$ cat src/core/pmrs_defs.svh
`ifndef PMRS_DEFS_SVH
`define PMRS_DEFS_SVH
// ----------------------------------------
// context count and master context number
// ----------------------------------------
`define PMRS_NCTX 5
`define PMRS_MASTER 3'h0
// ----------------------------------------
// master and other context initial values
// ----------------------------------------
`define PMRS_SR_INIT 16'h2700
`define PMRS_VBR_INIT 32'h0000_0000
`define PMRS_CTRL_MASTER 16'h1F02
`define PMRS_CTRL_OTHER 16'h1800
// ----------------------------------------
// reset-cause register layout
// ----------------------------------------
`define PMRS_CAUSE_RST 32'h0000_0001
`define PMRS_CAUSE_POR_BIT 0
`define PMRS_CAUSE_WDOG_BIT 1
// ----------------------------------------
// peripheral clock mask, inverted polarity
// ----------------------------------------
`define PMRS_CKMASK_RST 14'h3F0F
`define PMRS_CKMASK_VALID 14'h3F0F
`endif

$ cat src/core/pmrs_pkg.sv
package pmrs_pkg;
   // power mode, one-hot
   typedef enum logic [3:0] {
      PMRS_RUN = 4'h1,
      PMRS_DOZE = 4'h2,
      PMRS_IDLE = 4'h4,
      PMRS_HARD = 4'h8
   } pmrs_mode_t;
   // kind of initialisation applied
   typedef enum logic [1:0] {
      PMRS_INIT_NONE = 2'h0,
      PMRS_INIT_MAJOR = 2'h1,
      PMRS_INIT_MINOR = 2'h2
   } pmrs_init_t;
   typedef struct packed {
      pmrs_mode_t mode;
      logic [4:0] ready;
      logic [4:0] halted;
      logic por_flag;
      logic wdog_flag;
      logic [13:0] ckmask;
      logic holdoff;
      logic [15:0] master_sr;
      pmrs_init_t init;
   } pmrs_state_t;
endpackage

$ cat src/core/pmrs_sequencer.sv
`timescale 1ns/1ps
`include "pmrs_defs.svh"
// Function
// - all contexts not-ready enters light doze; cpu clock kept, no memory access
// - sleep makes issuing context not-ready; qualified interrupt makes target ready unless halted
// - master stop enters idle; cpu clock halts, master clock and oscillator run
// - entering idle turns ready contexts not-ready; halted stay halted
// - interrupt leaving idle restarts cpu clock and readies target
// - scheduler runs in doze and idle; only qualified interrupts wake
// - doze and idle keep master clock; peripherals follow clock mask
// - master deep-stop halts all clocks and oscillator, retaining state
// - in hard sleep the scheduler is halted; interrupts never wake
// - stop or deep-stop from contexts one to four acts as sleep
// - stop and deep-stop operand is written to master status register
// - in hard sleep protocol engines freeze and contexts keep state
// - pin reset with power-on flag set does major master initialisation
// - major reset: other contexts status 0x2700, base zero, control 0x1800
// - major reset fully resets protocol engines and masks all peripheral clocks
// - pin reset with flag clear is minor; other contexts untouched
// - after minor reset others held off until master goes not-ready
// - minor reset gives engines minimal reset, instruction counters kept
// - minor reset leaves peripheral clock mask unchanged
// - power-on and test-port reset are major, set power flag, clear watchdog
// - watchdog reset is major, sets watchdog flag, power flag unchanged
// - pin reset major or minor by flag; power flag kept, watchdog cleared
// - cause register: watchdog bit 1 read-only, power flag bit 0, reset 1
// - clock mask bits inverted: one is off; all off at power-on
module pmrs_sequencer (
   // clock and power-on reset
   input wire logic clk_i,
   input wire logic reset_n_i,
   // reset sources, one-cycle pulses
   input wire logic pin_reset_i,
   input wire logic test_reset_i,
   input wire logic wdog_reset_i,
   // instructions from the execution unit
   input wire logic instr_valid_i,
   input wire logic [2:0] instr_ctx_i,
   input wire logic sleep_instr_i,
   input wire logic stop_instr_i,
   input wire logic deep_halt_instr_i,
   input wire logic [15:0] instr_operand_i,
   // interrupts, already routed to a context
   input wire logic irq_valid_i,
   input wire logic [2:0] irq_ctx_i,
   input wire logic irq_qualified_i,
   // software writes by the master context
   input wire logic cause_wr_i,
   input wire logic cause_por_wdata_i,
   input wire logic ckmask_wr_i,
   input wire logic [13:0] ckmask_wdata_i,
   // clock gating
   output logic cpu_clk_en_o,
   output logic master_clk_en_o,
   output logic osc_en_o,
   output logic scheduler_en_o,
   output logic mem_access_en_o,
   output logic [13:0] periph_clk_en_o,
   // power mode
   output logic light_doze_mode_o,
   output logic idle_mode_o,
   output logic hard_sleep_o,
   // context state
   output logic [4:0] ctx_ready_o,
   output logic [4:0] ctx_halted_o,
   output logic others_holdoff_o,
   output logic [15:0] master_status_o,
   // initialisation commands, one-cycle pulses
   output logic init_master_o,
   output logic init_others_o,
   output logic engine_full_reset_o,
   output logic engine_min_reset_o,
   // status
   output logic [31:0] reset_cause_o,
   output logic [13:0] ckmask_o
);
   // ----------------------------------------
   // state
   // ----------------------------------------
   pmrs_pkg::pmrs_state_t s_q, s_d;
   logic is_master;
   logic any_reset;
   logic major;
   logic [4:0] irq_onehot;
   logic [4:0] instr_onehot;

   // decode of context numbers
   assign is_master = (instr_ctx_i == `PMRS_MASTER);
   assign any_reset = pin_reset_i | test_reset_i | wdog_reset_i;
   assign major = test_reset_i | wdog_reset_i | (pin_reset_i & s_q.por_flag);
   assign irq_onehot = (irq_valid_i && irq_qualified_i && irq_ctx_i < `PMRS_NCTX) ?
                       5'(5'h01 << irq_ctx_i) : 5'h00;
   assign instr_onehot = (instr_valid_i && instr_ctx_i < `PMRS_NCTX) ?
                         5'(5'h01 << instr_ctx_i) : 5'h00;

   // ----------------------------------------
   // next-state logic
   // ----------------------------------------
   always_comb begin
      s_d = s_q;
      s_d.init = pmrs_pkg::PMRS_INIT_NONE;
      if (any_reset) begin
         // master context restarts ready; exits every mode
         s_d.mode = pmrs_pkg::PMRS_RUN;
         s_d.ready[0] = 1'b1;
         s_d.halted[0] = 1'b0;
         s_d.master_sr = `PMRS_SR_INIT;
         s_d.wdog_flag = wdog_reset_i;
         if (test_reset_i) begin
            s_d.por_flag = 1'b1;
            s_d.wdog_flag = 1'b0;
         end
         if (major) begin
            s_d.init = pmrs_pkg::PMRS_INIT_MAJOR;
            s_d.ready[4:1] = 4'h0;
            s_d.halted[4:1] = 4'hF;
            s_d.ckmask = `PMRS_CKMASK_RST;
            s_d.holdoff = 1'b0;
         end else begin
            s_d.init = pmrs_pkg::PMRS_INIT_MINOR;
            s_d.holdoff = 1'b1;
         end
      end else begin
         // software writes to cause and mask
         if (cause_wr_i) begin
            s_d.por_flag = cause_por_wdata_i;
         end
         if (ckmask_wr_i) begin
            s_d.ckmask = ckmask_wdata_i & `PMRS_CKMASK_VALID;
         end
         case (s_q.mode)
            pmrs_pkg::PMRS_RUN, pmrs_pkg::PMRS_DOZE: begin
               if (instr_valid_i && (stop_instr_i || deep_halt_instr_i)) begin
                  s_d.master_sr = instr_operand_i;
               end
               if (instr_valid_i && is_master && deep_halt_instr_i) begin
                  s_d.mode = pmrs_pkg::PMRS_HARD;
               end else if (instr_valid_i && is_master && stop_instr_i) begin
                  s_d.mode = pmrs_pkg::PMRS_IDLE;
                  s_d.ready = 5'h00;
               end else begin
                  if (instr_valid_i && (sleep_instr_i || stop_instr_i || deep_halt_instr_i)) begin
                     s_d.ready = s_q.ready & ~instr_onehot;
                  end
                  s_d.ready = (s_d.ready | irq_onehot) & ~s_q.halted;
                  s_d.mode = (s_d.ready == 5'h00) ? pmrs_pkg::PMRS_DOZE :
                             pmrs_pkg::PMRS_RUN;
               end
            end
            pmrs_pkg::PMRS_IDLE: begin
               if ((irq_onehot & ~s_q.halted) != 5'h00) begin
                  s_d.ready = irq_onehot & ~s_q.halted;
                  s_d.mode = pmrs_pkg::PMRS_RUN;
               end
            end
            pmrs_pkg::PMRS_HARD: begin
               s_d.mode = pmrs_pkg::PMRS_HARD;
            end
            default: begin
               s_d.mode = pmrs_pkg::PMRS_RUN;
            end
         endcase
         // master going not-ready releases the others
         if (s_q.holdoff && !s_d.ready[0]) begin
            s_d.holdoff = 1'b0;
         end
      end
   end

   // state register
   always_ff @(posedge clk_i or negedge reset_n_i) begin
      if (!reset_n_i) begin
         s_q.mode <= pmrs_pkg::PMRS_RUN;
         s_q.ready <= 5'h01;
         s_q.halted <= 5'h1E;
         s_q.por_flag <= 1'b1;
         s_q.wdog_flag <= 1'b0;
         s_q.ckmask <= `PMRS_CKMASK_RST;
         s_q.holdoff <= 1'b0;
         s_q.master_sr <= `PMRS_SR_INIT;
         s_q.init <= pmrs_pkg::PMRS_INIT_MAJOR;
      end else begin
         s_q <= s_d;
      end
   end

   // ----------------------------------------
   // outputs
   // ----------------------------------------
   assign light_doze_mode_o = (s_q.mode == pmrs_pkg::PMRS_DOZE);
   assign idle_mode_o = (s_q.mode == pmrs_pkg::PMRS_IDLE);
   assign hard_sleep_o = (s_q.mode == pmrs_pkg::PMRS_HARD);
   assign cpu_clk_en_o = !idle_mode_o && !hard_sleep_o;
   assign master_clk_en_o = !hard_sleep_o;
   assign osc_en_o = !hard_sleep_o;
   assign scheduler_en_o = !hard_sleep_o;
   assign mem_access_en_o = (s_q.mode == pmrs_pkg::PMRS_RUN);
   assign periph_clk_en_o = hard_sleep_o ? 14'h0000 :
                            (~s_q.ckmask & `PMRS_CKMASK_VALID);
   assign ctx_ready_o = s_q.ready;
   assign ctx_halted_o = s_q.halted;
   assign others_holdoff_o = s_q.holdoff;
   assign master_status_o = s_q.master_sr;
   assign init_master_o = (s_q.init != pmrs_pkg::PMRS_INIT_NONE);
   assign init_others_o = (s_q.init == pmrs_pkg::PMRS_INIT_MAJOR);
   assign engine_full_reset_o = (s_q.init == pmrs_pkg::PMRS_INIT_MAJOR);
   assign engine_min_reset_o = (s_q.init == pmrs_pkg::PMRS_INIT_MINOR);
   assign reset_cause_o = {30'h0, s_q.wdog_flag, s_q.por_flag};
   assign ckmask_o = s_q.ckmask;

   // ----------------------------------------
   // checks
   // ----------------------------------------
   chk_doze_entry: assert property (@(posedge clk_i) disable iff (!reset_n_i)
      (s_q.mode == pmrs_pkg::PMRS_RUN && s_d.ready == 5'h00 && !any_reset &&
       s_d.mode != pmrs_pkg::PMRS_HARD && s_d.mode != pmrs_pkg::PMRS_IDLE)
      |=> light_doze_mode_o && cpu_clk_en_o && !mem_access_en_o)
      else $error("doze not entered with all contexts asleep");
   chk_idle_entry: assert property (@(posedge clk_i) disable iff (!reset_n_i)
      (cpu_clk_en_o && instr_valid_i && is_master && stop_instr_i && !deep_halt_instr_i
       && !any_reset) |=> idle_mode_o && !cpu_clk_en_o && ctx_ready_o == 5'h00
       && ctx_halted_o == $past(s_q.halted))
      else $error("idle entry wrong");
   chk_idle_wake: assert property (@(posedge clk_i) disable iff (!reset_n_i)
      (idle_mode_o && !any_reset && (irq_onehot & ~s_q.halted) != 5'h00)
      |=> cpu_clk_en_o && (ctx_ready_o & $past(irq_onehot)) != 5'h00)
      else $error("idle not left on interrupt");
   chk_unqual_irq: assert property (@(posedge clk_i) disable iff (!reset_n_i)
      (idle_mode_o && !any_reset && !irq_qualified_i) |=> idle_mode_o)
      else $error("unqualified interrupt woke idle");
   chk_hard_hold: assert property (@(posedge clk_i) disable iff (!reset_n_i)
      (hard_sleep_o && !any_reset) |=> hard_sleep_o && !scheduler_en_o && !osc_en_o
      && periph_clk_en_o == 14'h0000 && $stable(ctx_ready_o))
      else $error("hard sleep left without reset");
   chk_sub_stop: assert property (@(posedge clk_i) disable iff (!reset_n_i)
      (cpu_clk_en_o && instr_valid_i && !is_master && (stop_instr_i || deep_halt_instr_i)
       && !any_reset) |=> !idle_mode_o && !hard_sleep_o)
      else $error("subordinate stop changed mode");
   chk_operand: assert property (@(posedge clk_i) disable iff (!reset_n_i)
      (cpu_clk_en_o && instr_valid_i && (stop_instr_i || deep_halt_instr_i) && !any_reset)
      |=> master_status_o == $past(instr_operand_i))
      else $error("operand not stored");
   chk_major_init: assert property (@(posedge clk_i) disable iff (!reset_n_i)
      (pin_reset_i && s_q.por_flag && !cause_wr_i)
      |=> engine_full_reset_o && ckmask_o == `PMRS_CKMASK_RST && ctx_halted_o == 5'h1E
      ##1 (!engine_full_reset_o || $past(any_reset)))
      else $error("major init wrong");
   chk_minor_keep: assert property (@(posedge clk_i) disable iff (!reset_n_i)
      (pin_reset_i && !s_q.por_flag && !test_reset_i && !wdog_reset_i)
      |=> engine_min_reset_o && $stable(ckmask_o) && ctx_ready_o[0] && others_holdoff_o
      && reset_cause_o == 32'h0000_0000)
      else $error("minor reset disturbed state");
   chk_wdog_flag: assert property (@(posedge clk_i) disable iff (!reset_n_i)
      (wdog_reset_i && !test_reset_i) |=> reset_cause_o[`PMRS_CAUSE_WDOG_BIT]
      && reset_cause_o[`PMRS_CAUSE_POR_BIT] == $past(s_q.por_flag))
      else $error("watchdog flag wrong");
   chk_master_init: assert property (@(posedge clk_i) disable iff (!reset_n_i)
      any_reset |=> init_master_o && ctx_ready_o[0] && !ctx_halted_o[0]
      && master_status_o == `PMRS_SR_INIT)
      else $error("master context not initialised");
   chk_sleep_ready: assert property (@(posedge clk_i) disable iff (!reset_n_i)
      (cpu_clk_en_o && instr_valid_i && sleep_instr_i && !stop_instr_i && !deep_halt_instr_i
       && !any_reset && (irq_onehot & instr_onehot) == 5'h00)
      |=> (ctx_ready_o & $past(instr_onehot)) == 5'h00)
      else $error("sleeping context still ready");
   chk_doze_clocks: assert property (@(posedge clk_i) disable iff (!reset_n_i)
      (light_doze_mode_o || idle_mode_o) |-> master_clk_en_o && scheduler_en_o && osc_en_o
      && periph_clk_en_o == (~ckmask_o & `PMRS_CKMASK_VALID))
      else $error("clocks wrong in doze or idle");
   chk_hard_entry: assert property (@(posedge clk_i) disable iff (!reset_n_i)
      (cpu_clk_en_o && instr_valid_i && is_master && deep_halt_instr_i && !any_reset)
      |=> hard_sleep_o && !master_clk_en_o && !osc_en_o && ctx_ready_o == $past(ctx_ready_o))
      else $error("hard sleep entry wrong");
   chk_holdoff_hold: assert property (@(posedge clk_i) disable iff (!reset_n_i)
      others_holdoff_o |-> ctx_ready_o[0])
      else $error("holdoff kept after master went not-ready");
   chk_minor_others: assert property (@(posedge clk_i) disable iff (!reset_n_i)
      (pin_reset_i && !s_q.por_flag && !test_reset_i && !wdog_reset_i)
      |=> !engine_full_reset_o && !init_others_o && ctx_halted_o == $past(ctx_halted_o))
      else $error("minor reset touched other contexts");
   chk_test_reset: assert property (@(posedge clk_i) disable iff (!reset_n_i)
      test_reset_i |=> reset_cause_o == `PMRS_CAUSE_RST && init_others_o)
      else $error("test-port reset not major");
   chk_pin_cause: assert property (@(posedge clk_i) disable iff (!reset_n_i)
      (pin_reset_i && !test_reset_i && !wdog_reset_i) |=> !reset_cause_o[`PMRS_CAUSE_WDOG_BIT]
      && reset_cause_o[`PMRS_CAUSE_POR_BIT] == $past(s_q.por_flag))
      else $error("pin reset cause wrong");
   chk_cause_ro: assert property (@(posedge clk_i) disable iff (!reset_n_i)
      (cause_wr_i && !any_reset) |=> reset_cause_o[`PMRS_CAUSE_WDOG_BIT] == $past(s_q.wdog_flag)
      && reset_cause_o[`PMRS_CAUSE_POR_BIT] == $past(cause_por_wdata_i))
      else $error("cause write wrong");
   chk_mask_write: assert property (@(posedge clk_i) disable iff (!reset_n_i)
      (ckmask_wr_i && !any_reset)
      |=> hard_sleep_o || periph_clk_en_o == (~$past(ckmask_wdata_i) & `PMRS_CKMASK_VALID))
      else $error("mask polarity wrong");
   // covers of the main scenarios
   cov_doze: cover property (@(posedge clk_i) disable iff (!reset_n_i) light_doze_mode_o);
   cov_idle_wake: cover property (@(posedge clk_i) disable iff (!reset_n_i)
      idle_mode_o ##1 !idle_mode_o);
   cov_hard_minor: cover property (@(posedge clk_i) disable iff (!reset_n_i)
      hard_sleep_o ##1 engine_min_reset_o);
   cov_wdog: cover property (@(posedge clk_i) disable iff (!reset_n_i)
      wdog_reset_i ##1 reset_cause_o[`PMRS_CAUSE_WDOG_BIT]);
   cov_holdoff_end: cover property (@(posedge clk_i) disable iff (!reset_n_i)
      others_holdoff_o ##1 !others_holdoff_o);
endmodule

$ cat config.mk
export PLATFORM = sky130hd
export DESIGN_NAME = pmrs_sequencer
export DESIGN_NICKNAME = d
export VERILOG_FILES = /design/src/core/pmrs_pkg.sv /design/src/core/pmrs_sequencer.sv
export VERILOG_INCLUDE_DIRS = /design/src /design/src/core
export SDC_FILE = /design/constraint.sdc
export NUM_CORES = 1
export LEC_CHECK = 0
export BUFFER_PORTS_ARGS = -buffer_cell sky130_fd_sc_hd__buf_2
export CAP_MARGIN = 20
export CORE_ASPECT_RATIO = 2
export CORE_MARGIN = 3
export CORE_UTILIZATION = 42
export DETAILED_ROUTE_END_ITERATION = 10
export PLACE_DENSITY = 0.88
export SYNTH_ARGS = -nofsm -noshare
export SYNTH_HDL_FRONTEND = slang
export SYNTH_SLANG_ARGS = --single-unit
$ cat constraint.sdc
create_clock -name clk_i -period 2.3 [get_ports clk_i]
set_input_delay 0.46 -clock clk_i [delete_from_list [all_inputs] [get_ports clk_i]]
set_output_delay 0.46 -clock clk_i [all_outputs]
set_load 0.01 [all_outputs]
* Word level (Yosys, flattened, before mapping)
Cells that the tools add are included.
** Operators by class
- Order comparisons :: 2
- Equality and inequality tests :: 10
- Shifts and indexed selects :: 2
- Mux-type cells :: 30
- Bitwise gates (word level) :: 9
- Reductions and logical operators :: 30
** Operators by type and width (number)
- 2-to-1 mux 14 bit :: 3
- 2-to-1 mux 16 bit :: 2
- 2-to-1 mux 31 bit :: 1
- 2-to-1 mux 9 bit :: 2
- NOT 14 bit :: 1
- one-hot mux 4 bit (3 select lines) :: 1
- nonzero test 2 bit :: 6
- 2-to-1 mux 1 bit :: 11
- logical AND 1 bit :: 10
- 2-to-1 mux 5 bit :: 2
- one-hot mux 5 bit (2 select lines) :: 1
- 2-to-1 mux 2 bit :: 4
- 2-to-1 mux 4 bit :: 2
- 2-to-1 mux 8 bit :: 1
- less-than comparator 3 bit, second input constant :: 2
- AND reduction 2 bit :: 3
- left shift 1 x 3 -> 1 bit, first input constant :: 2
- logical NOT 5 bit :: 1
- bitwise OR 1 bit :: 5
- == test 4 x 1 -> 1 bit, second input constant :: 1
- == test 4 x 2 -> 1 bit, second input constant :: 1
- == test 4 x 3 -> 1 bit, second input constant :: 1
- == test 4 bit, second input constant :: 1
- AND reduction 4 bit :: 1
- other kinds (13) :: 18
** Storage, ports and cells
- Register bits after elaboration :: 44
- Output and inout bits :: 99
- Logic and storage cells :: 92

* Logic depth before layout (Yosys ltp)
Gate-level depths: netlist (run 1).
- Word-level depth :: 21
- Gate-level depth with buffers :: 5
- Mapped depth without buffers :: 4

* Least setup slack after synthesis (run 1)
Ideal clock, no wire load.
- Path kind :: register -> output
- Start :: reg s_q[46] in the netlist's numbering
- End :: out osc_en_o
- Arrival time :: 1.603 ns
- Slack :: 0.237 ns
- Cell stages (with the launch flop) :: 5
- Path through :: dfrtp_1 > nor4b_1 > buf_2 > inv_1 > buf_4
** Between the ends
- Word-level cells in the longest chain between the ends :: 2
** RTL lines
- from (decl) :: RTL line pmrs_sequencer.sv:80 : pmrs_pkg::pmrs_state_t s_q, s_d;
- == test 4 bit :: RTL line pmrs_sequencer.sv:192 : assign hard_sleep_o = (s_q.mode == pmrs_pkg::PMRS_HARD);
- net hard_sleep_o :: RTL line pmrs_sequencer.sv:62 : output logic hard_sleep_o,
- logical NOT 1 bit
- to (decl) :: RTL line pmrs_sequencer.sv:55 : output logic osc_en_o,
The timed path passes the listed nets, and every way through them passes these cells.

* Final worst setup path (run 1)
- Start :: reg s_q[46] in the netlist's numbering
- End :: out cpu_clk_en_o
** Between the ends
- Word-level cells in the longest chain between the ends :: 3
- Elaborated cells on any way between the ends :: 5
- Those cells by class :: 2 x eq/ne; 3 x reduce/logical
** RTL lines
- == test 4 x 3 -> 1 bit or == test 4 bit (tied branches) :: RTL line pmrs_sequencer.sv:191, pmrs_sequencer.sv:192
- logical NOT 1 bit :: RTL line pmrs_sequencer.sv:193 : assign cpu_clk_en_o = !idle_mode_o && !hard_sleep_o;
- logical AND 1 bit (*) :: RTL line pmrs_sequencer.sv:193
- to (decl) :: RTL line pmrs_sequencer.sv:53 : output logic cpu_clk_en_o,
Mark *: on every way between the ends. The rest lies on a longest branch, timed or not.

==> results.sh, run 1 <==
export IMPL_worst_pin_slew_ns=0.789
export IMPL_yosys_area_share_simple_pct=13.3
export IMPL_netlist_instances=228
export IMPL_synth_most_common_cell="buf_4"
export IMPL_status="complete, no violations"
export IMPL_core_area_mm2=0.00495
export IMPL_via_per_inst=4.66
export IMPL_min_period_ns=2.07
export IMPL_cts_root_buffer="clkbuf_8"
export IMPL_maxSlewViolCount=0
export IMPL_vdd_ir_drop_max_mv=0.427
export IMPL_async_reset_ff_share_pct=100
export IMPL_synth_adder_area_share_pct=0
export IMPL_synth_edff_count=0
export IMPL_clock_latency_ns=0.28
export IMPL_routed_wirelength_um=4770
export IMPL_synth_compound_area_share_pct=14.8
export IMPL_numCtsBuffers=5
export IMPL_cp_max_fo=5
export IMPL_synth_area_mux_share_pct=0
export IMPL_ant_nets=0
export IMPL_required_ns=1.84
export IMPL_drt_pass1_iter_count=4
export IMPL_grt_pass1_wl_um=7380
export IMPL_ys_flop_type="dfstp_2"
export IMPL_initial_core_util_pct=44.3
export IMPL_cts_clk_slew_worst_paths_ns=0.07
export IMPL_synth_avg_cell_area_um2=9.63
export IMPL_clock_skew_ns=0.00435
export IMPL_synth_seq_cells=36
export IMPL_critPathCaptureType="primary output"
export IMPL_drc=0
export IMPL_finalSetupViolations=0
export IMPL_rsz0062_at_grt="no"
export IMPL_critical_path_class="reg2out"
export IMPL_drt_iter0_markers=36
export IMPL_post_cts_buffers=0
export IMPL_yosysSeqAreaShare_pct=42.1
export IMPL_nFillCells=490
export IMPL_timing_final_hold_violations=0
export IMPL_routabilityCongestion=0.700
export IMPL_syn2layout_area_growth_pct=11.5
export IMPL_synthTopCellsByCount="buf_4 (79), nor2_1 (33), dfrtp_1 (18), dfstp_2 (18), a22o_1 (12)"
export IMPL_die_w_um=57.1
export IMPL_ctsResizeCount=0
export IMPL_power_density_mw_per_mm2=560
export IMPL_yosys_area_top_type="buf_4"
export IMPL_clock_fmax_mhz=482
export IMPL_cts_tree="done"
export IMPL_grt_pass1_vias=1628
export IMPL_io_pins=149
export IMPL_hp_class="in2async"
export IMPL_grt_ovfl_total=0
export IMPL_gr_usage_all_layers_pct=15.3
export IMPL_fin_crit_sh_pct=90.2
export IMPL_rows=36
export IMPL_dr_total_vias=1656
export IMPL_ys_types=38
export IMPL_synth_top_cell_area_share_pct=27.0
export IMPL_fin_setup_tns_ns=0
export IMPL_slew_headroom_pct=46.0
export IMPL_hold_buffers=0
export IMPL_antenna_cells=0
export IMPL_antenna_found_initial=0
export IMPL_io_buffers=97
export IMPL_syn_area_mm2=0.00219
export IMPL_final_core_util_pct=49.4
export IMPL_final_net_count=347
export IMPL_arrival_ns=1.61
export IMPL_synth_xor_area_share_pct=0.399
export IMPL_synth_warnings=0
export IMPL_numClockSinks=36
export IMPL_crit_path_start_kind="flop"
export IMPL_post_place_ws_ns=0.283
export IMPL_synth_top_family_by_area="buffers and inverters"
export IMPL_routedWlPerCell_um=13.4
export IMPL_layout_setup_ws_ns=0.225
export IMPL_clockBufferDepth=2
export IMPL_drive_gt1_share_pct=44.3
export IMPL_synthTopCellsByArea="buf_4 (27%), dfstp_2 (22%), dfrtp_1 (21%), nor2_1 (5.6%), a22o_1 (4.8%)"
export IMPL_die_height_um=108
export IMPL_finalPower_w=0.00137
export IMPL_dp_hpwl_um=3820
export IMPL_maxCapViolCount=0
export IMPL_htreeDepth=2
export IMPL_dieArea_mm2=0.00618
export IMPL_grt_max_degree=37
export IMPL_p_leak_nw=1.26
==> cell type report <==
type,count,area [um2],share of cell area (%)
sequential,36,923,37.7
multi-input combinational,149,810,33.1
timing repair buffer,102,523,21.4
clock buffer,6,72.6,2.97
tap,57,71.3,2.92
clock inverter,2,35.0,1.43
inverter,3,11.3,0.460
==> registers in the layout (all words and copies together), names as in the netlist <==
| name | cells |
|---|---|
| s_q | 6 |
| reset_cause_o | 2 |
| master_status_o | 16 |
| others_holdoff_o | 1 |
| ctx_ready_o | 1 |
| ckmask_o | 10 |
==> power by group <==
part	leakage, nW	internal, W	switching (W)
clock	0.0552	0.000322	0.000217
sequential	0.439	0.000654	0.00000898
combinational	0.771	0.0000607	0.000108
==> layout by cell type (no fill, tap or decap), drive strengths merged, types with 3 or more instances in the layout <==
cell / synthesis / layout
dfstp: 18 / 18
nor2: 33 / 33
o21ai: 4 / 4
nor3: 5 / 5
clkbuf: 3 / 6
or3: 3 / 3
inv: 3 / 3
buf: 82 / 102
nor4b: 5 / 5
dfrtp: 18 / 18
a22o: 12 / 12
o22a: 4 / 4
conb: 2 / 47
nor2b: 3 / 3
a21oi: 11 / 11
==> worst paths after layout <==
check	start	endpoint	slack, ns	depth (start not counted)
max in group asynchronous	reset_n_i	master_status_o[3]	1.52	1
min	reset_n_i	s_q[1]	0.26	1
max	s_q[46]	cpu_clk_en_o	0.23	3
min in group clk_i	instr_operand_i[8]	master_status_o[8]	0.39	2
min reg2reg	master_status_o[14]	master_status_o[14]	0.50	1
max reg2reg	s_q[45]	others_holdoff_o	0.47	4
==> metal layers <==
layer	vias up	share of wire, %	track usage, %
met2	90	58	29.5
li1	788	-	-
met3	8	7.0	1.79
met5	-	0	0
met1	770	32	14.9
met4	0	2.5	8.96
==> kinds of logic (layout without fill, tap and decap cells) <==
kind of cell,count (synthesis),in the layout
other,2,47
buffers and inverters,88,113
xor gates and xnor gates,1,1
and+or+nand+nor,56,56
AOI/OAI and AO/OA,45,45
DFF,36,36
==> through the flow <==
| stage | cells | cell area, um2 | hold WS, ns |
|---|---|---|---|
| after global placement | 347 | 2340 | 0.483 |
| after global routing | 355 | 2450 | 0.324 |
| after floorplan | 273 | 2360 | 0.164 |
| final | 355 | 2450 | 0.264 |
| after CTS | 355 | 2450 | 0.295 |
| after detailed placement | 347 | 2340 | 0.487 |
==> worst max-delay path: stages (launching register included) <==
cell and delay, ns:
dfrtp_1 0.43, nor4b_1 0.63, nor2_1 0.10, buf_2 0.16
Power figures use the tool's default switching activity.
==> run 2: changes to the inputs <==
CORE_UTILIZATION = 43   (was 42)
CTS_BUF_LIST = sky130_fd_sc_hd__clkbuf_2 sky130_fd_sc_hd__clkbuf_4 sky130_fd_sc_hd__clkbuf_8   (was not set)
PLACE_DENSITY = not set   (was 0.88)
PLACE_DENSITY_LB_ADDON = 0.1   (was not set)
==> results.sh, run 2 (synthesis results as in run 1) <==
export IMPL_final_cell_mix="buf_2 (97), conb_1 (47), nor2_1 (33)"
export IMPL_gr_usage_all_layers_pct=14.7
export IMPL_grt_max_degree=37
export IMPL_drt_iter0_markers=33
export IMPL_cts_root_buffer="clkbuf_8"
export IMPL_status="complete, no violations"
export IMPL_critPathCaptureType="primary output"
export IMPL_cts_tree="done"
export IMPL_routed_wirelength_um=4530
export IMPL_finalSetupViolations=0
export IMPL_clock_skew_ns=0.00677
export IMPL_min_period_ns=1.92
export IMPL_dieArea_mm2=0.00605
export IMPL_post_place_ws_ns=0.408
export IMPL_numCtsBuffers=5
export IMPL_io_pins=149
export IMPL_routabilityCongestion=0.780
export IMPL_antenna_cells=0
export IMPL_dr_total_vias=1596
export IMPL_antenna_found_initial=0
export IMPL_slew_headroom_pct=47.8
export IMPL_core_area_mm2=0.00491
export IMPL_vdd_ir_drop_max_mv=0.406
export IMPL_clock_latency_ns=0.28
export IMPL_htreeDepth=2
export IMPL_clock_fmax_mhz=520
export IMPL_die_w_um=56.5
export IMPL_power_density_mw_per_mm2=534
export IMPL_rsz0062_at_grt="no"
export IMPL_syn2layout_area_growth_pct=11.7
export IMPL_grt_pass1_wl_um=7110
export IMPL_io_buffers=97
export IMPL_regArea_um2=923
export IMPL_routedWlPerCell_um=12.7
export IMPL_arrival_ns=1.46
export IMPL_initial_core_util_pct=44.7
export IMPL_hold_buffers=0
export IMPL_ctsResizeCount=0
export IMPL_ant_nets=0
export IMPL_fin_crit_sh_pct=83.6
export IMPL_worst_pin_slew_ns=0.784
export IMPL_die_height_um=107
export IMPL_via_per_inst=4.47
export IMPL_largest_reg_flops=16
export IMPL_timing_final_hold_violations=0
export IMPL_multi_input_area_um2=810
export IMPL_critical_path_class="reg2out"
export IMPL_cts_clk_slew_worst_paths_ns=0.07
export IMPL_layout_setup_ws_ns=0.378
export IMPL_maxSlewViolCount=0
export IMPL_final_common_cell="buf_2"
export IMPL_p_leak_nw=1.27
export IMPL_rows=36
export IMPL_clockBufferDepth=2
export IMPL_nFillCells=514
export IMPL_cp_max_fo=15
export IMPL_hp_class="in2async"
export IMPL_required_ns=1.84
export IMPL_drt_pass1_iter_count=4
export IMPL_grt_ovfl_total=0
export IMPL_crit_path_start_kind="flop"
export IMPL_drive_gt1_share_pct=45.0
export IMPL_maxCapViolCount=0
export IMPL_dp_hpwl_um=3630
export IMPL_fin_setup_tns_ns=0
export IMPL_drc=0
export IMPL_final_net_count=349
export IMPL_post_cts_buffers=0
export IMPL_grt_pass1_vias=1539
export IMPL_numClockSinks=36
-- run 2: power breakdown --
part | total, W | internal [W] | switching, W
combinational | 0.000169 | 0.0000621 | 0.000107
clock | 0.000477 | 0.000268 | 0.000209
sequential | 0.000663 | 0.000654 | 0.00000878
total | 0.00131 | 0.000984 | 0.000325
-- run 2: path summary, 6_finish.rpt --
kind                                    startpoint  slack, ns             endpoint  cells past startpoint
worst min-delay path                     reset_n_i       0.26     reset_cause_o[1]                      1
max in group asynchronous                reset_n_i       1.55  master_status_o[15]                      1
worst max-delay path                       s_q[46]       0.38      master_clk_en_o                      4
worst min register to register  master_status_o[5]       0.50   master_status_o[5]                      1
min in group clk_i              instr_operand_i[8]       0.39   master_status_o[8]                      2
worst max register to register             s_q[45]       0.47   master_status_o[3]                      4
-- run 2: critical path, cell delays in order, from the launching register on --
cell and delay [ns]:
dfrtp_1 0.43, nor4b_2 0.28, buf_4 0.24, inv_1 0.08, buf_2 0.14
-- run 2: cell type report --
cell class	instances	share of cell area, %
Sequential cell	36	37.7
Inverter	3	0.459
Multi-Input combinational cell	149	33.0
Clock buffer	8	3.98
Timing Repair Buffer	104	21.9
Tap cell	57	2.91
-- run 2: layer usage --
metal	GRT usage (%)	routed length (um)	vias to the layer above
li1	-	-	791
met1	16.8	1620	711
met2	26.2	2430	89
met3	3.49	421	5
met4	5.09	65	0
met5	0	0	-
-- run 2: metrics by stage --
step                util, %  instance area (um2)  power, W  instances  hold WS, ns
floorplan                 -                 2360  0.000834        273        0.164
global placement       47.9                 2350  0.000842        349        0.483
detailed placement     47.9                 2350  0.000843        349        0.487
CTS                    49.9                 2450   0.00133        357        0.281
global route           49.9                 2450   0.00138        357        0.323
finish                 49.9                 2450   0.00131        357        0.257
==> run 3: changes to the inputs <==
CORE_UTILIZATION = 39   (was 43)
clock period = 1.7 ns   (was 2.3 ns; I/O delays follow)
==> results.sh, run 3 (synthesis results as in run 1) <==
export IMPL_io_buffers=97
export IMPL_cp_num_buf_inv=3
export IMPL_switching_share_pct=25.4
export IMPL_grt_pass1_vias=1609
export IMPL_crit_path_start_kind="flop"
export IMPL_syn2layout_area_growth_pct=20.6
export IMPL_rsz0062_at_grt="yes"
export IMPL_finalSetupViolations=33
export IMPL_final_core_util_pct=48.8
export IMPL_fin_cells=376
export IMPL_required_ns=1.36
export IMPL_die_w_um=59.0
export IMPL_layout_setup_ws_ns=-0.160
export IMPL_cp_max_fo=7
export IMPL_p_switching_w=0.000457
export IMPL_path_cells="buf_6 > nor4b_4 > buf_6 > nor2_1 > buf_2"
export IMPL_min_period_ns=1.86
export IMPL_fin_crit_sh_pct=109
export IMPL_initial_core_util_pct=40.5
export IMPL_maxSlewViolCount=0
export IMPL_antenna_cells=0
export IMPL_rows=38
export IMPL_grt_pass1_wl_um=7510
export IMPL_timing_hold_ws_ns=0.269
export IMPL_drive_gt1_share_pct=49.4
export IMPL_drt_pass1_iter_count=2
export IMPL_numClockSinks=36
export IMPL_crit_slowest_cell="dfstp_2"
export IMPL_fin_setup_tns_ns=-3.32
export IMPL_cts_root_buffer="clkbuf_8"
export IMPL_status="finished, violations left"
export IMPL_violations="negative setup slack"
export IMPL_drc=0
export IMPL_seqPwrFrac_pct=49.7
export IMPL_routabilityCongestion=0.679
export IMPL_r2r_end="master_status_o[9]"
export IMPL_path_common_cell="buf_6"
export IMPL_cts_clk_slew_worst_paths_ns=0.07
export IMPL_antenna_found_initial=0
export IMPL_final_net_count=365
export IMPL_maxCapViolCount=0
export IMPL_p_comb_share_pct=13.9
export IMPL_critical_path_class="reg2out"
export IMPL_clock_fmax_mhz=538
export IMPL_io_pins=149
export IMPL_final_cell_mix="buf_2 (96), conb_1 (47), nor2_1 (31)"
export IMPL_crit_family="buffers and inverters"
export IMPL_cp_num_cells=5
export IMPL_drt_iter0_markers=40
export IMPL_rr_worst_depth=6
export IMPL_dp_hpwl_um=3780
export IMPL_slowest_delay_ns=0.39
export IMPL_rr_startpoint="s_q[46]"
export IMPL_die_height_um=112
export IMPL_routedWlPerCell_um=13.2
export IMPL_hp_start="instr_operand_i[6]"
export IMPL_hold_path_endpoint="master_status_o[6]"
export IMPL_largest_reg_flops=16
export IMPL_grt_max_degree=21
export IMPL_hold_depth=2
export IMPL_timing_final_hold_violations=0
export IMPL_final_common_cell="buf_2"
export IMPL_critPathCaptureType="primary output"
export IMPL_htreeDepth=2
export IMPL_arrival_ns=1.52
export IMPL_grt_ovfl_total=0
export IMPL_worst_pin_slew_ns=0.618
export IMPL_slew_headroom_pct=58.4
export IMPL_place_inst=361
export IMPL_via_per_inst=4.51
export IMPL_hp_class="in2reg"
export IMPL_finalPower_w=0.00180
export IMPL_r2r_slack_ns=-0.10
export IMPL_cellInternalPower_w=0.00135
export IMPL_dieArea_mm2=0.00662
export IMPL_vdd_ir_drop_max_mv=0.531
export IMPL_numCtsBuffers=5
export IMPL_ant_nets=0
export IMPL_cts_tree="done"
export IMPL_pwr_share_clk_pct=36.4
export IMPL_clock_skew_ns=0.00403
export IMPL_clock_latency_ns=0.28
export IMPL_routed_wirelength_um=4980
export IMPL_gr_usage_all_layers_pct=14.6
export IMPL_core_area_mm2=0.00542
export IMPL_dr_total_vias=1695
export IMPL_power_density_mw_per_mm2=681
export IMPL_p_leak_nw=1.37
export IMPL_clockBufferDepth=2
run 3: changes by cell type in the layout (fill, tap and decap cells not counted), sizes merged:
cell / before / now
buf: 104 / 118
dlygate4sd3: 0 / 1
o21a: 2 / 3
run 3: area by class of cell:
type	count	area, um2
Timing Repair Buffer	119	678
Tap cell	60	75.1
Clock buffer	8	97.6
Fill cell	553	2770
Inverter	3	11.3
Multi-Input combinational cell	150	861
Sequential cell	36	923
run 3: worst max path at each step:
stage,endpoint,start
6_report,periph_clk_en_o[12],s_q[45]
3_5_place_dp,others_holdoff_o,instr_ctx_i[1]
2_1_floorplan,osc_en_o,s_q[46]
4_1_cts,periph_clk_en_o[1],s_q[45]
5_1_grt,periph_clk_en_o[9],s_q[46]
3_3_place_gp,master_status_o[4],s_q[45]
run 3: per-layer routing:
metal  vias up  track usage [%]  routed length [um]
met3         5             2.88                 443
met1       772             15.5                1750
met2        90             26.8                2710
met4         0             5.45                  71
met5         -                0                   0
li1        828                -                   -
run 3: through the flow:
| stage | area [um2] | worst slack [ns] |
|---|---|---|
| after floorplan | 2370 | -0.0313 |
| after global placement | 2420 | -0.0448 |
| after detailed placement | 2420 | -0.0870 |
| after CTS | 2600 | -0.180 |
| after global routing | 2650 | -0.214 |
| final | 2650 | -0.160 |
run 3: repair_timing:
item,in CTS,in global routing
cloned,1,1
setup endpoints to repair,29,35
gates resized for setup,12,7
endpoints found under the hold margin,13,0
buffers inserted,3,1
hold buffers,1,0
pin swaps,2,14
run 3: power groups by stage:
stage               Combinational (W)  Clock (W)  Sequential (W)
finish                       0.000251   0.000656        0.000896
CTS                          0.000247   0.000686        0.000896
floorplan                    0.000220          0        0.000908
global placement             0.000242          0        0.000910
global route                 0.000281   0.000716        0.000899
detailed placement           0.000243          0        0.000910
